==> config.mk <==
export PLATFORM = sky130hd
export DESIGN_NAME = tsh_throttle_status
export DESIGN_NICKNAME = d
export VERILOG_FILES = /design/src/shared/tsh_pkg.sv /design/src/rtl/tsh_status_reg.sv /design/src/rtl/tsh_throttle_status.sv
export SDC_FILE = /design/constraint.sdc
export NUM_CORES = 1
export LEC_CHECK = 0
export BUFFER_PORTS_ARGS = -buffer_cell sky130_fd_sc_hd__buf_2
export CORE_ASPECT_RATIO = 1.1
export CORE_UTILIZATION = 50
export DETAILED_ROUTE_END_ITERATION = 10
export PLACE_DENSITY = 0.87
export SLEW_MARGIN = 40
export SYNTH_ARGS = -nofsm -noshare
export SYNTH_HDL_FRONTEND = slang
export SYNTH_SLANG_ARGS = --single-unit
==> constraint.sdc <==
create_clock -name ref_clk -period 1.5 [get_ports ref_clk]
set_input_delay 0.15 -clock ref_clk [delete_from_list [all_inputs] [get_ports ref_clk]]
set_output_delay 0.15 -clock ref_clk [all_outputs]
set_load 0.05 [all_outputs]
==> src/shared/tsh_pkg.sv <==
// Constants for the processor throttle status register bank
package tsh_pkg;
  // Register offsets on the register access port
  localparam logic [7:0] TSH_OFS_CPU_ONE = 8'h44;
  localparam logic [7:0] TSH_OFS_CPU_TWO = 8'h45;
  localparam logic [7:0] TSH_STATUS_RST  = 8'h00;
  localparam logic [7:0] TSH_READ_NONE   = 8'h00;
  // Throttle measurement: 9 bits, 256 counts equal 100 percent
  localparam int         TSH_PCT_W       = 9;
  localparam logic [8:0] TSH_PCT_ZERO    = 9'h000;
  localparam logic [8:0] TSH_PCT_12P5    = 9'h020;
  localparam logic [8:0] TSH_PCT_25      = 9'h040;
  localparam logic [8:0] TSH_PCT_50      = 9'h080;
  localparam logic [8:0] TSH_PCT_75      = 9'h0C0;
  localparam logic [8:0] TSH_PCT_FULL    = 9'h100;
  // Flag positions inside each status register
  localparam int TSH_BIT_ANY     = 0;
  localparam int TSH_BIT_LOWEST  = 1;
  localparam int TSH_BIT_QUARTER = 2;
  localparam int TSH_BIT_HALF    = 3;
  localparam int TSH_BIT_3QUART  = 4;
  localparam int TSH_BIT_UPPER   = 5;
  localparam int TSH_BIT_FULL    = 6;
  localparam int TSH_BIT_OVER    = 7;
endpackage

==> src/rtl/tsh_status_reg.sv <==
// One sticky write-one-to-clear throttle status register
`timescale 1ns/1ps
`default_nettype none
module tsh_status_reg
  import tsh_pkg::*;
(
  // Clock and reset
  input  wire logic                 ref_clk,
  input  wire logic                 reset,
  // Throttle measurement
  input  wire logic                 meas_valid,
  input  wire logic [TSH_PCT_W-1:0] meas_pct,
  input  wire logic                 over_limit,
  // Software clear
  input  wire logic                 clr_wr,
  input  wire logic [7:0]           clr_data,
  // Flags
  output logic      [7:0]           status
);
  logic [7:0] next_set;
  logic [7:0] next_clr;

  always_comb begin
    next_set = 8'h00;
    if (meas_valid) begin
      if (meas_pct > TSH_PCT_ZERO) begin
        next_set[TSH_BIT_ANY] = 1'b1;
      end
      if (meas_pct < TSH_PCT_12P5) begin
        next_set[TSH_BIT_LOWEST] = 1'b1;
      end else if (meas_pct < TSH_PCT_25) begin
        next_set[TSH_BIT_QUARTER] = 1'b1;
      end else if (meas_pct < TSH_PCT_50) begin
        next_set[TSH_BIT_HALF] = 1'b1;
      end else if (meas_pct < TSH_PCT_75) begin
        next_set[TSH_BIT_3QUART] = 1'b1;
      end else if (meas_pct < TSH_PCT_FULL) begin
        next_set[TSH_BIT_UPPER] = 1'b1;
      end else begin
        // Readings above full scale count as full throttling
        next_set[TSH_BIT_FULL] = 1'b1;
      end
    end
    // Limit compare lives outside; its pulse may come without a measurement
    next_set[TSH_BIT_OVER] = over_limit;
    next_clr = clr_wr ? clr_data : 8'h00;
  end

  always_ff @(posedge ref_clk or posedge reset) begin
    if (reset) begin
      status <= TSH_STATUS_RST;
    end else begin
      // Set is applied after clear so a coincident event is kept
      status <= (status & ~next_clr) | next_set;
    end
  end
endmodule
`default_nettype wire

==> src/rtl/tsh_throttle_status.sv <==
// Throttle status register bank for two processors
// Summary of operation
// - Any throttle flag sets when a measurement shows throttling above zero percent.
// - Lowest range flag sets for throttling from zero up to below 12.5 percent.
// - Middle flags set for 12.5-25, 25-50 and 50-75 percent ranges.
// - Upper range flag sets for throttling from 75 up to below 100 percent.
// - Full throttle flag, bit 6, sets when throttled the whole measurement.
// - Over-limit flag, bit 7, sets when throttling exceeds the user limit.
// - Only the over-limit flags drive the summary error flag.
// - Second processor has an identical register at offset 45h.
`timescale 1ns/1ps
`default_nettype none
module tsh_throttle_status
  import tsh_pkg::*;
(
  // Clock and reset
  input  wire logic                         ref_clk,
  input  wire logic                         reset,
  // Processor one throttle measurement
  input  wire logic                         cpu_one_meas_valid,
  input  wire logic [tsh_pkg::TSH_PCT_W-1:0] cpu_one_throttle_in,
  input  wire logic                         cpu_one_over_limit,
  // Processor two throttle measurement
  input  wire logic                         cpu_two_meas_valid,
  input  wire logic [tsh_pkg::TSH_PCT_W-1:0] cpu_two_throttle_in,
  input  wire logic                         cpu_two_over_limit,
  // Register access port
  input  wire logic [7:0]                   reg_addr,
  input  wire logic                         reg_wr,
  input  wire logic [7:0]                   reg_wdata,
  input  wire logic                         reg_rd,
  output logic      [7:0]                   reg_rdata,
  // Summary
  output logic                              summary_error_flag,
  output logic                              cpu_one_over_limit_flag,
  output logic                              cpu_two_over_limit_flag
);
  logic [7:0] proc1_throttle_status;
  logic [7:0] proc2_throttle_status;
  logic       wr_one;
  logic       wr_two;

  assign wr_one = reg_wr && (reg_addr == TSH_OFS_CPU_ONE);
  assign wr_two = reg_wr && (reg_addr == TSH_OFS_CPU_TWO);

  tsh_status_reg u_cpu_one (
    .ref_clk    (ref_clk),
    .reset      (reset),
    .meas_valid (cpu_one_meas_valid),
    .meas_pct   (cpu_one_throttle_in),
    .over_limit (cpu_one_over_limit),
    .clr_wr     (wr_one),
    .clr_data   (reg_wdata),
    .status     (proc1_throttle_status)
  );

  tsh_status_reg u_cpu_two (
    .ref_clk    (ref_clk),
    .reset      (reset),
    .meas_valid (cpu_two_meas_valid),
    .meas_pct   (cpu_two_throttle_in),
    .over_limit (cpu_two_over_limit),
    .clr_wr     (wr_two),
    .clr_data   (reg_wdata),
    .status     (proc2_throttle_status)
  );

  // Read data is registered; reads have no side effect
  always_ff @(posedge ref_clk or posedge reset) begin
    if (reset) begin
      reg_rdata <= TSH_READ_NONE;
    end else if (reg_rd) begin
      case (reg_addr)
        TSH_OFS_CPU_ONE: reg_rdata <= proc1_throttle_status;
        TSH_OFS_CPU_TWO: reg_rdata <= proc2_throttle_status;
        default:         reg_rdata <= TSH_READ_NONE;
      endcase
    end
  end

  // Range and full flags are deliberately left out of the summary
  assign cpu_one_over_limit_flag = proc1_throttle_status[TSH_BIT_OVER];
  assign cpu_two_over_limit_flag = proc2_throttle_status[TSH_BIT_OVER];
  assign summary_error_flag      = cpu_one_over_limit_flag | cpu_two_over_limit_flag;
endmodule
`default_nettype wire

# == Word level (Yosys, flattened, before mapping) ==
# Index checks and enable logic that the tools add are counted.
# totals
out_inout_bits,11
mem_count,0
inputBits,42
latch_bits,0
romBits,0
regBits,24
mem_bits_rw,0
# op_classes
n_bitwise,7
muxes,27
n_div,0
addsub,0
reduce_logical,2
eq_ne,2
shift,0
n_mul,0
order_cmp,12
# op_table
operator,count
"9-bit by 8-bit < comparator with 1-bit output, second input constant",4
"9-bit by 1-bit greater-than comparator with 1-bit output, second input constant",2
"9-bit by 6-bit < comparator with 1-bit output, second input constant",2
"9-bit by 7-bit < comparator with 1-bit output, second input constant",2
"9-bit < comparator, second input constant",2
8-bit AND,2
"8-bit by 7-bit == test with 1-bit output, second input constant",2
8-bit two-way mux,2
8-bit inverter,2
8-bit bitwise OR,2
8-bit one-hot mux with 2 select lines,1
1-bit two-way mux,14
7-bit two-way mux,2
5-bit two-way mux,2
4-bit two-way mux,2
3-bit two-way mux,2
2-bit two-way mux,2
1-bit logical AND,2
1-bit bitwise OR,1

# == Logic depth before layout (Yosys ltp) ==
# Gate-level depths: netlist of the first run.
# depth
word_depth,8
mapped_depth,5

# == Hierarchy ==
# From an unflattened synthesis of the first run, not the netlist that was laid out.
# unflattened
hier_cells,113
hier_area_um2,1194.9
# modules_own_cells
mod,area_per_inst_um2,n_inst,seq_area_each_um2,cells_per_inst
tsh_throttle_status,471.7,1,200.2,44
tsh_status_reg (u_cpu_one),364.1,1,200.2,35
tsh_status_reg (u_cpu_two),359.1,1,200.2,34

# == Worst setup path before layout of the first run ==
# Ideal clock, no wire load.
# synth_timing
kind,register to output
from,register u_cpu_two.status[7]
to,output summary_error_flag
t_arrival_ns,1.054
path_stages_with_launch,2
setup_slack_ns,0.296
t_required_ns,1.350
n_path_buf,0
cell_sequence,dfrtp_1 or2_2
# synth_via
elab_chain_len,1
# synth_lines
item,line_no,text
"start, declared",tsh_status_reg.sv:18,output logic [7:0] status
"start signal, assigned",tsh_status_reg.sv:54,status <= (status & ~next_clr) | next_set;
1-bit bitwise OR,tsh_throttle_status.sv:84,assign summary_error_flag = cpu_one_over_limit_flag | cpu_two_over_limit_flag;
"end, declared",tsh_throttle_status.sv:34,"output logic summary_error_flag,"
# No other way between the ends.

# == Worst setup path after layout of the first run ==
# layout_timing
from,register u_cpu_one.status[7]
to,output summary_error_flag
# layout_via
elab_chain_len,1
# layout_lines
item,line_no
"start, declared",tsh_status_reg.sv:18
"start signal, assigned",tsh_status_reg.sv:54
1-bit bitwise OR,tsh_throttle_status.sv:84
# No other way between the ends.

==> flow_metrics.py, run 1 <==
metrics = {
    "logic_synthesis": {
        "yosysWarnings": 0,
        "synthMuxAreaShare_pct": 6.63,
        "synth-seq-area-share_pct": 49.7,
        "synth_compound_area_share_pct": 16.8,
        "synth-xor-area-share_pct": 0,
        "synth_area_per_cell_um2": 11.0,
        "synth_fa_ha_area_share_pct": 0,
        "synth.distinct_cells": 26,
        "synth_top_family_by_area": "simple AND/OR/NAND/NOR gates",
        "yosys.area_share.simple_pct": 19.3,
        "syn_nets": 152,
        "synth-seq-cells": 24,
        "syn_inst": 110,
        "netlist_area_um2": 1210,
    },
    "clock_tree": {
        "ctsHoldBuffers": 2,
        "cts_resized": 0,
        "cts_buffer_depth": 2,
        "path_clk_slew_ps": 130,
        "clkSinkCount": 24,
        "cts_tree": "yes",
        "clockRootBuffer": "clkbuf_4",
        "cts_buffers": 3,
        "post-cts-setup-buffers": 0,
        "htreeDepth": 1,
        "clk_latency_ps": 320,
    },
    "routing": {
        "drt-met1-wl_mm": 1.22,
        "wl_met2_mm": 1.54,
        "drc": 0,
        "routed_wl_mm": 3.03,
        "met3_length_um": 186,
        "top_layer_used": "met4",
        "vias": 1140,
        "wire_per_inst_um": 15.6,
        "drt_iter0_drc": 39,
        "viasPerCell": 5.88,
        "dr.pass1.iters": 4,
        "ant_nets": 0,
    },
    "finish": {
        "final_nets": 207,
        "area_growth_pct": 28.1,
        "multi_input_area_um2": 515,
        "seqCellArea_um2": 601,
        "final_cells": 194,
        "n_fill_cell": 175,
        "antenna-diode-count": 0,
        "layout-drive-gt1-share_pct": 38.4,
    },
    "timing": {
        "fin_crit_sh_pct": 95.5,
        "fin_skew_ps": 2.40,
        "whs_ps": 27.8,
        "setup_viol": 0,
        "post-route-min-period_ps": 1430,
        "hold_viol": 0,
        "slew_headroom_pct": 67.0,
        "rsz0062_at_grt": "false",
        "worstMarginPinSlew_ps": 490,
        "tns_ps": 0,
        "drv_slew": 0,
        "finalWorstSetupSlack_ps": 68.2,
        "max_freq_mhz": 698,
    },
    "global_routing": {
        "grt_pass1_vias": 1081,
        "grt_pass1_wl_mm": 5.02,
        "grt_antenna_before_repair": 0,
        "overflow": 0,
        "grt_usage_pct": 25.5,
        "grt_start_max_net_pins": 25,
    },
    "critical_path": {
        "cp-start-kind": "flip-flop",
        "critPathArrivalTime_ps": 1280,
        "crit_fanout": 4,
        "end_kind": "output port",
        "critical_path_class": "flip-flop to output port",
        "crit_required_ps": 1350,
    },
    "run_status": {
        "status": "finished, final reports clean",
    },
    "place": {
        "pre_cts_slack_ps": 152,
        "placed_cells_incl_taps": 188,
        "gp_congestion": 0.843,
        "portBuffers": 52,
        "hpwl_mm": 2.35,
    },
    "power_and_ir_drop": {
        "pwr_density_cell_nw_per_um2": 876,
        "peakVddDrop_mv": 0.614,
        "p_leak_nw": 0.729,
        "p_total_w": 0.00135,
    },
    "floorplan": {
        "fp-row-count": 18,
        "core_region_area_um2": 2270,
        "die_area_um2": 2620,
        "die_h_um": 53.5,
        "initial_core_util_pct": 53.1,
        "io_pins": 53,
        "die_x_um": 48.9,
    },
    "min_path": {
        "hp-class": "input port to flip-flop",
    },
    "run": {
        "drv_cap": 0,
    },
}
==> state kept, by name, indices dropped and copies added (netlist names) <==
register	flops
reg_rdata	8
u_cpu_one.status	8
u_cpu_two.status	8
==> logic make-up (layout without fill, tap and decap cells) <==
family / count (synthesis) / in the layout
AO/OA/AOI/OAI: 25 / 25
buffers and inverters: 18 / 72
flip-flops: 24 / 24
multiplexers: 8 / 8
AND/OR/NAND/NOR: 35 / 35
==> area by class of cell <==
type                            instances  share of cell area (%)
Timing Repair Buffer                   56                    19.1
Clock inverter                          1                    1.94
Tap cell                               30                    2.43
Inverter                               12                    2.91
Clock buffer                            3                    1.46
Multi-Input combinational cell         68                    33.3
Sequential cell                        24                    38.8
==> metrics by stage <==
stage / cell area, µm² / utilization [%]
finish: 1550 / 68.0
global route: 1550 / 68.0
CTS: 1550 / 68.0
detailed placement: 1470 / 64.8
global placement: 1470 / 64.8
floorplan: 1210 / -
==> where the power goes <==
group	switching [W]	internal [W]
logic	0.0000986	0.0000887
clock network	0.000201	0.000270
registers	0.0000198	0.000676
==> final timing paths <==
kind                                                    start  slack [ps]                       endpoint  cells past startpoint
worst max register to register  u_cpu_one.status[2]$_DFF_PP0_         660  u_cpu_one.status[2]$_DFF_PP0_                      3
max in group asynchronous                               reset         880  u_cpu_one.status[0]$_DFF_PP0_                      4
worst min register to register  u_cpu_one.status[3]$_DFF_PP0_         520  u_cpu_one.status[3]$_DFF_PP0_                      1
min in group asynchronous                               reset         390       reg_rdata[3]$_DFFE_PP0P_                      4
worst max-delay path            u_cpu_one.status[7]$_DFF_PP0_          70             summary_error_flag                      2
worst min-delay path                       cpu_two_over_limit          30  u_cpu_two.status[7]$_DFF_PP0_                      2
==> per-layer routing <==
metal	GRT usage [%]	vias to the layer above
li1	-	531
met4	11.3	0
met2	45.8	56
met1	31.2	544
met5	0	-
met3	3.39	9
==> critical path, cell delays in order, from the launching register on <==
cell and delay [ps]:
dfrtp_1 450, or2_2 300, buf_2 220
==> cells in the final DEF (no fill, tap or decap), drive strengths merged, types with 2 or more instances in the layout <==
master | netlist | routed
nor4 | 2 | 2
inv | 12 | 12
a22o | 9 | 9
nand2 | 2 | 2
nand4 | 15 | 15
a32o | 4 | 4
dfrtp | 24 | 24
nor2 | 4 | 4
nor3 | 3 | 3
nand3 | 2 | 2
nor2b | 3 | 3
buf | 5 | 54
a21o | 2 | 2
clkbuf | 1 | 3
o22ai | 8 | 8
mux2i | 8 | 8
dlygate4sd3 | 0 | 2
==> synthesized netlist by cell type <==
library cell,count,area (µm²)
a21o_1,2,15.0
a22o_1,9,78.8
a32o_1,4,40.0
a41o_1,1,10.0
a41oi_1,1,8.76
and4bb_2,1,12.5
buf_2,1,5.00
buf_4,2,15.0
buf_6,2,22.5
clkbuf_1,1,3.75
dfrtp_1,24,601
inv_1,12,45.0
mux2i_1,8,80.1
nand2_1,1,3.75
nand2_2,1,6.26
nand3_1,2,10.0
nand4_1,15,93.8
nor2_1,4,15.0
nor2b_1,3,18.8
nor3_1,2,10.0
nor3_4,1,16.3
nor3b_4,1,18.8
nor4_1,2,12.5
nor4b_1,1,8.76
o22ai_1,8,50.1
or2_2,1,6.26
(Power assumes the default switching activity.)
==> run 2, diff against run 1 <==
--- a/config.mk
+++ b/config.mk
@@ -8,7 +8,8 @@
 export BUFFER_PORTS_ARGS = -buffer_cell sky130_fd_sc_hd__buf_2
 export CORE_ASPECT_RATIO = 1.1
-export CORE_UTILIZATION = 50
+export CORE_UTILIZATION = 46
 export DETAILED_ROUTE_END_ITERATION = 10
-export PLACE_DENSITY = 0.87
+export PLACE_DENSITY = 0.81
+export SETUP_SLACK_MARGIN = 0.5
 export SLEW_MARGIN = 40
 export SYNTH_ARGS = -nofsm -noshare
==> constraint.sdc (replaced) <==
create_clock -name ref_clk -period 1.41 [get_ports ref_clk]
set_input_delay 0.141 -clock ref_clk [delete_from_list [all_inputs] [get_ports ref_clk]]
set_output_delay 0.141 -clock ref_clk [all_outputs]
set_load 0.005 [all_outputs]
==> run 2 against run 1 <==
Die area grew 8.4%. Final area increased by 2.0%. Register-to-register slack got worse by 150 ps. Non-clock buffer count grew 6. Global-route usage down 0.26 points. Largest cell class unchanged.
==> flow_metrics.py, run 2 (synthesis gave the netlist of run 1 again) <==
metrics = {
    "timing": {
        "drv_slew": 0,
        "tns_ps": 0,
        "post-route-min-period_ps": 1230,
        "finalWorstSetupSlack_ps": 181,
        "worstMarginPinSlew_ps": 395,
        "hold_viol": 0,
        "slew_headroom_pct": 73.4,
        "setup_viol": 0,
        "max_freq_mhz": 814,
        "fin_crit_sh_pct": 87.1,
        "fin_skew_ps": 9.59,
        "rsz0062_at_grt": "true",
    },
    "power_and_ir_drop": {
        "p_comb_share_pct": 16.2,
        "p_clk_share_pct": 24.4,
        "power_switching_w": 0.000325,
        "p_leak_nw": 0.748,
        "pwr-share-seq_pct": 59.5,
        "p_sw_share_pct": 26.2,
        "pwr_density_cell_nw_per_um2": 788,
        "peakVddDrop_mv": 0.619,
        "p_int_w": 0.000918,
    },
    "place": {
        "gp_congestion": 0.795,
        "hpwl_mm": 2.44,
        "pre_cts_slack_ps": 126,
        "portBuffers": 52,
    },
    "routing": {
        "drc": 0,
        "viasPerCell": 5.85,
        "dr.pass1.iters": 4,
        "drt_iter0_drc": 77,
        "ant_nets": 0,
        "wire_per_inst_um": 15.9,
        "routed_wl_mm": 3.18,
        "vias": 1170,
    },
    "run_status": {
        "status": "finished, final reports clean",
    },
    "clock_tree": {
        "cts_buffer_depth": 2,
        "htreeDepth": 1,
        "clockRootBuffer": "clkbuf_4",
        "clkSinkCount": 24,
        "clk_latency_ps": 320,
        "cts_buffers": 3,
        "cts_tree": "yes",
        "path_clk_slew_ps": 130,
    },
    "critical_path": {
        "end_kind": "output port",
        "crit_required_ps": 1270,
        "critPathArrivalTime_ps": 1090,
        "crit_fanout": 2,
        "cp-start-kind": "flip-flop",
        "critical_path_class": "flip-flop to output port",
    },
    "global_routing": {
        "grt_antenna_before_repair": 0,
        "grt_start_max_net_pins": 25,
        "grt_pass1_wl_mm": 5.22,
        "grt_pass1_vias": 1131,
        "grt_usage_pct": 25.2,
        "overflow": 0,
    },
    "min_path": {
        "hp-class": "input port to flip-flop",
    },
    "finish": {
        "antenna-diode-count": 0,
        "area_growth_pct": 30.7,
        "layout-drive-gt1-share_pct": 39.6,
        "reg.largest.list": "reg_rdata: 8 flops, u_cpu_one.status: 8 flops, u_cpu_two.status: 8 flops",
        "final_nets": 213,
        "final_cell_mix": "buf_2 (51), dfrtp_1 (24), nand4_1 (15), inv_1 (12), a22o_1 (9)",
        "final_common_cell": "buf_2",
    },
    "run": {
        "drv_cap": 0,
    },
    "floorplan": {
        "die_h_um": 55.7,
        "die_area_um2": 2830,
        "initial_core_util_pct": 48.4,
        "die_x_um": 50.9,
        "io_pins": 53,
        "fp-row-count": 19,
        "core_region_area_um2": 2500,
    },
}
## run 2: cell count changes in the layout (fill, tap and decap cells not counted)
cell,before,now
and4bb_2,1,0
and4bb_4,0,1
buf_2,52,51
buf_4,2,7
buf_6,0,1
bufinv_16,1,0
dlygate4sd3_1,2,3
or2_2,1,0
or2_4,0,1
## run 2: worst paths after layout
check | from | endpoint | slack (ps) | cells after the start
worst max-delay path | u_cpu_two.status[7]$_DFF_PP0_ | summary_error_flag | 180 | 2
worst min-delay path | cpu_two_meas_valid | u_cpu_two.status[0]$_DFF_PP0_ | 60 | 2
worst max register to register | u_cpu_two.status[7]$_DFF_PP0_ | reg_rdata[7]$_DFFE_PP0P_ | 510 | 3
worst min register to register | u_cpu_two.status[2]$_DFF_PP0_ | u_cpu_two.status[2]$_DFF_PP0_ | 510 | 1
max in group asynchronous | reset | u_cpu_one.status[7]$_DFF_PP0_ | 770 | 4
min in group asynchronous | reset | u_cpu_two.status[1]$_DFF_PP0_ | 400 | 4
## run 2: timing repair
| item | 4_1_cts | 5_1_grt |
|---|---|---|
| setup buffers | 2 | 2 |
| gates cloned | 0 | 0 |
| hold buffers | 3 | 0 |
| hold endpoints to repair | 26 | 0 |
| endpoints found under the setup margin | 13 | 12 |
| resized for setup | 3 | 0 |
## run 2: through the flow
| step | utilization, % | cells | cell area, µm² | hold slack (ps) | total power, W |
|---|---|---|---|---|---|
| final | 63.2 | 200 | 1580 | 61.5 | 0.00124 |
| after global routing | 63.2 | 200 | 1580 | 65.5 | 0.00130 |
| after CTS | 62.6 | 198 | 1560 | 68.9 | 0.00124 |
| after detailed placement | 59.4 | 190 | 1480 | 211 | 0.000945 |
| after global placement | 59.4 | 190 | 1480 | 195 | 0.000933 |
| after floorplan | - | 110 | 1220 | 156 | 0.000847 |
## run 2: power by group through the flow
| stage | Clock [W] | Combinational [W] | Sequential (W) |
|---|---|---|---|
| final | 0.000303 | 0.000201 | 0.000739 |
| after global routing | 0.000341 | 0.000219 | 0.000742 |
| after CTS | 0.000304 | 0.000200 | 0.000739 |
| after detailed placement | 0 | 0.000192 | 0.000753 |
| after global placement | 0 | 0.000182 | 0.000751 |
| after floorplan | 0 | 0.000102 | 0.000744 |
## run 2: critical path: stages (launching register included)
cell	delay (ps)
dfrtp_1	400
or2_4	260
buf_6	110
## run 2: area by class of cell
class	count	area, µm²
Clock buffer	3	22.5
Fill cell	221	918
Inverter	12	45.0
Multi-Input combinational cell	68	522
Sequential cell	24	601
Tap cell	31	38.8
Timing Repair Buffer	62	349
## run 2: per-layer routing
layer / part of all wire (%) / wire length [µm] / vias to the layer above / GRT usage, %
li1: - / - / 544 / -
met1: 42 / 1330 / 558 / 32.4
met2: 50 / 1590 / 63 / 42.5
met3: 6.5 / 206 / 5 / 3.83
met4: 1.5 / 49 / 0 / 9.52
met5: 0 / 0 / - / 0
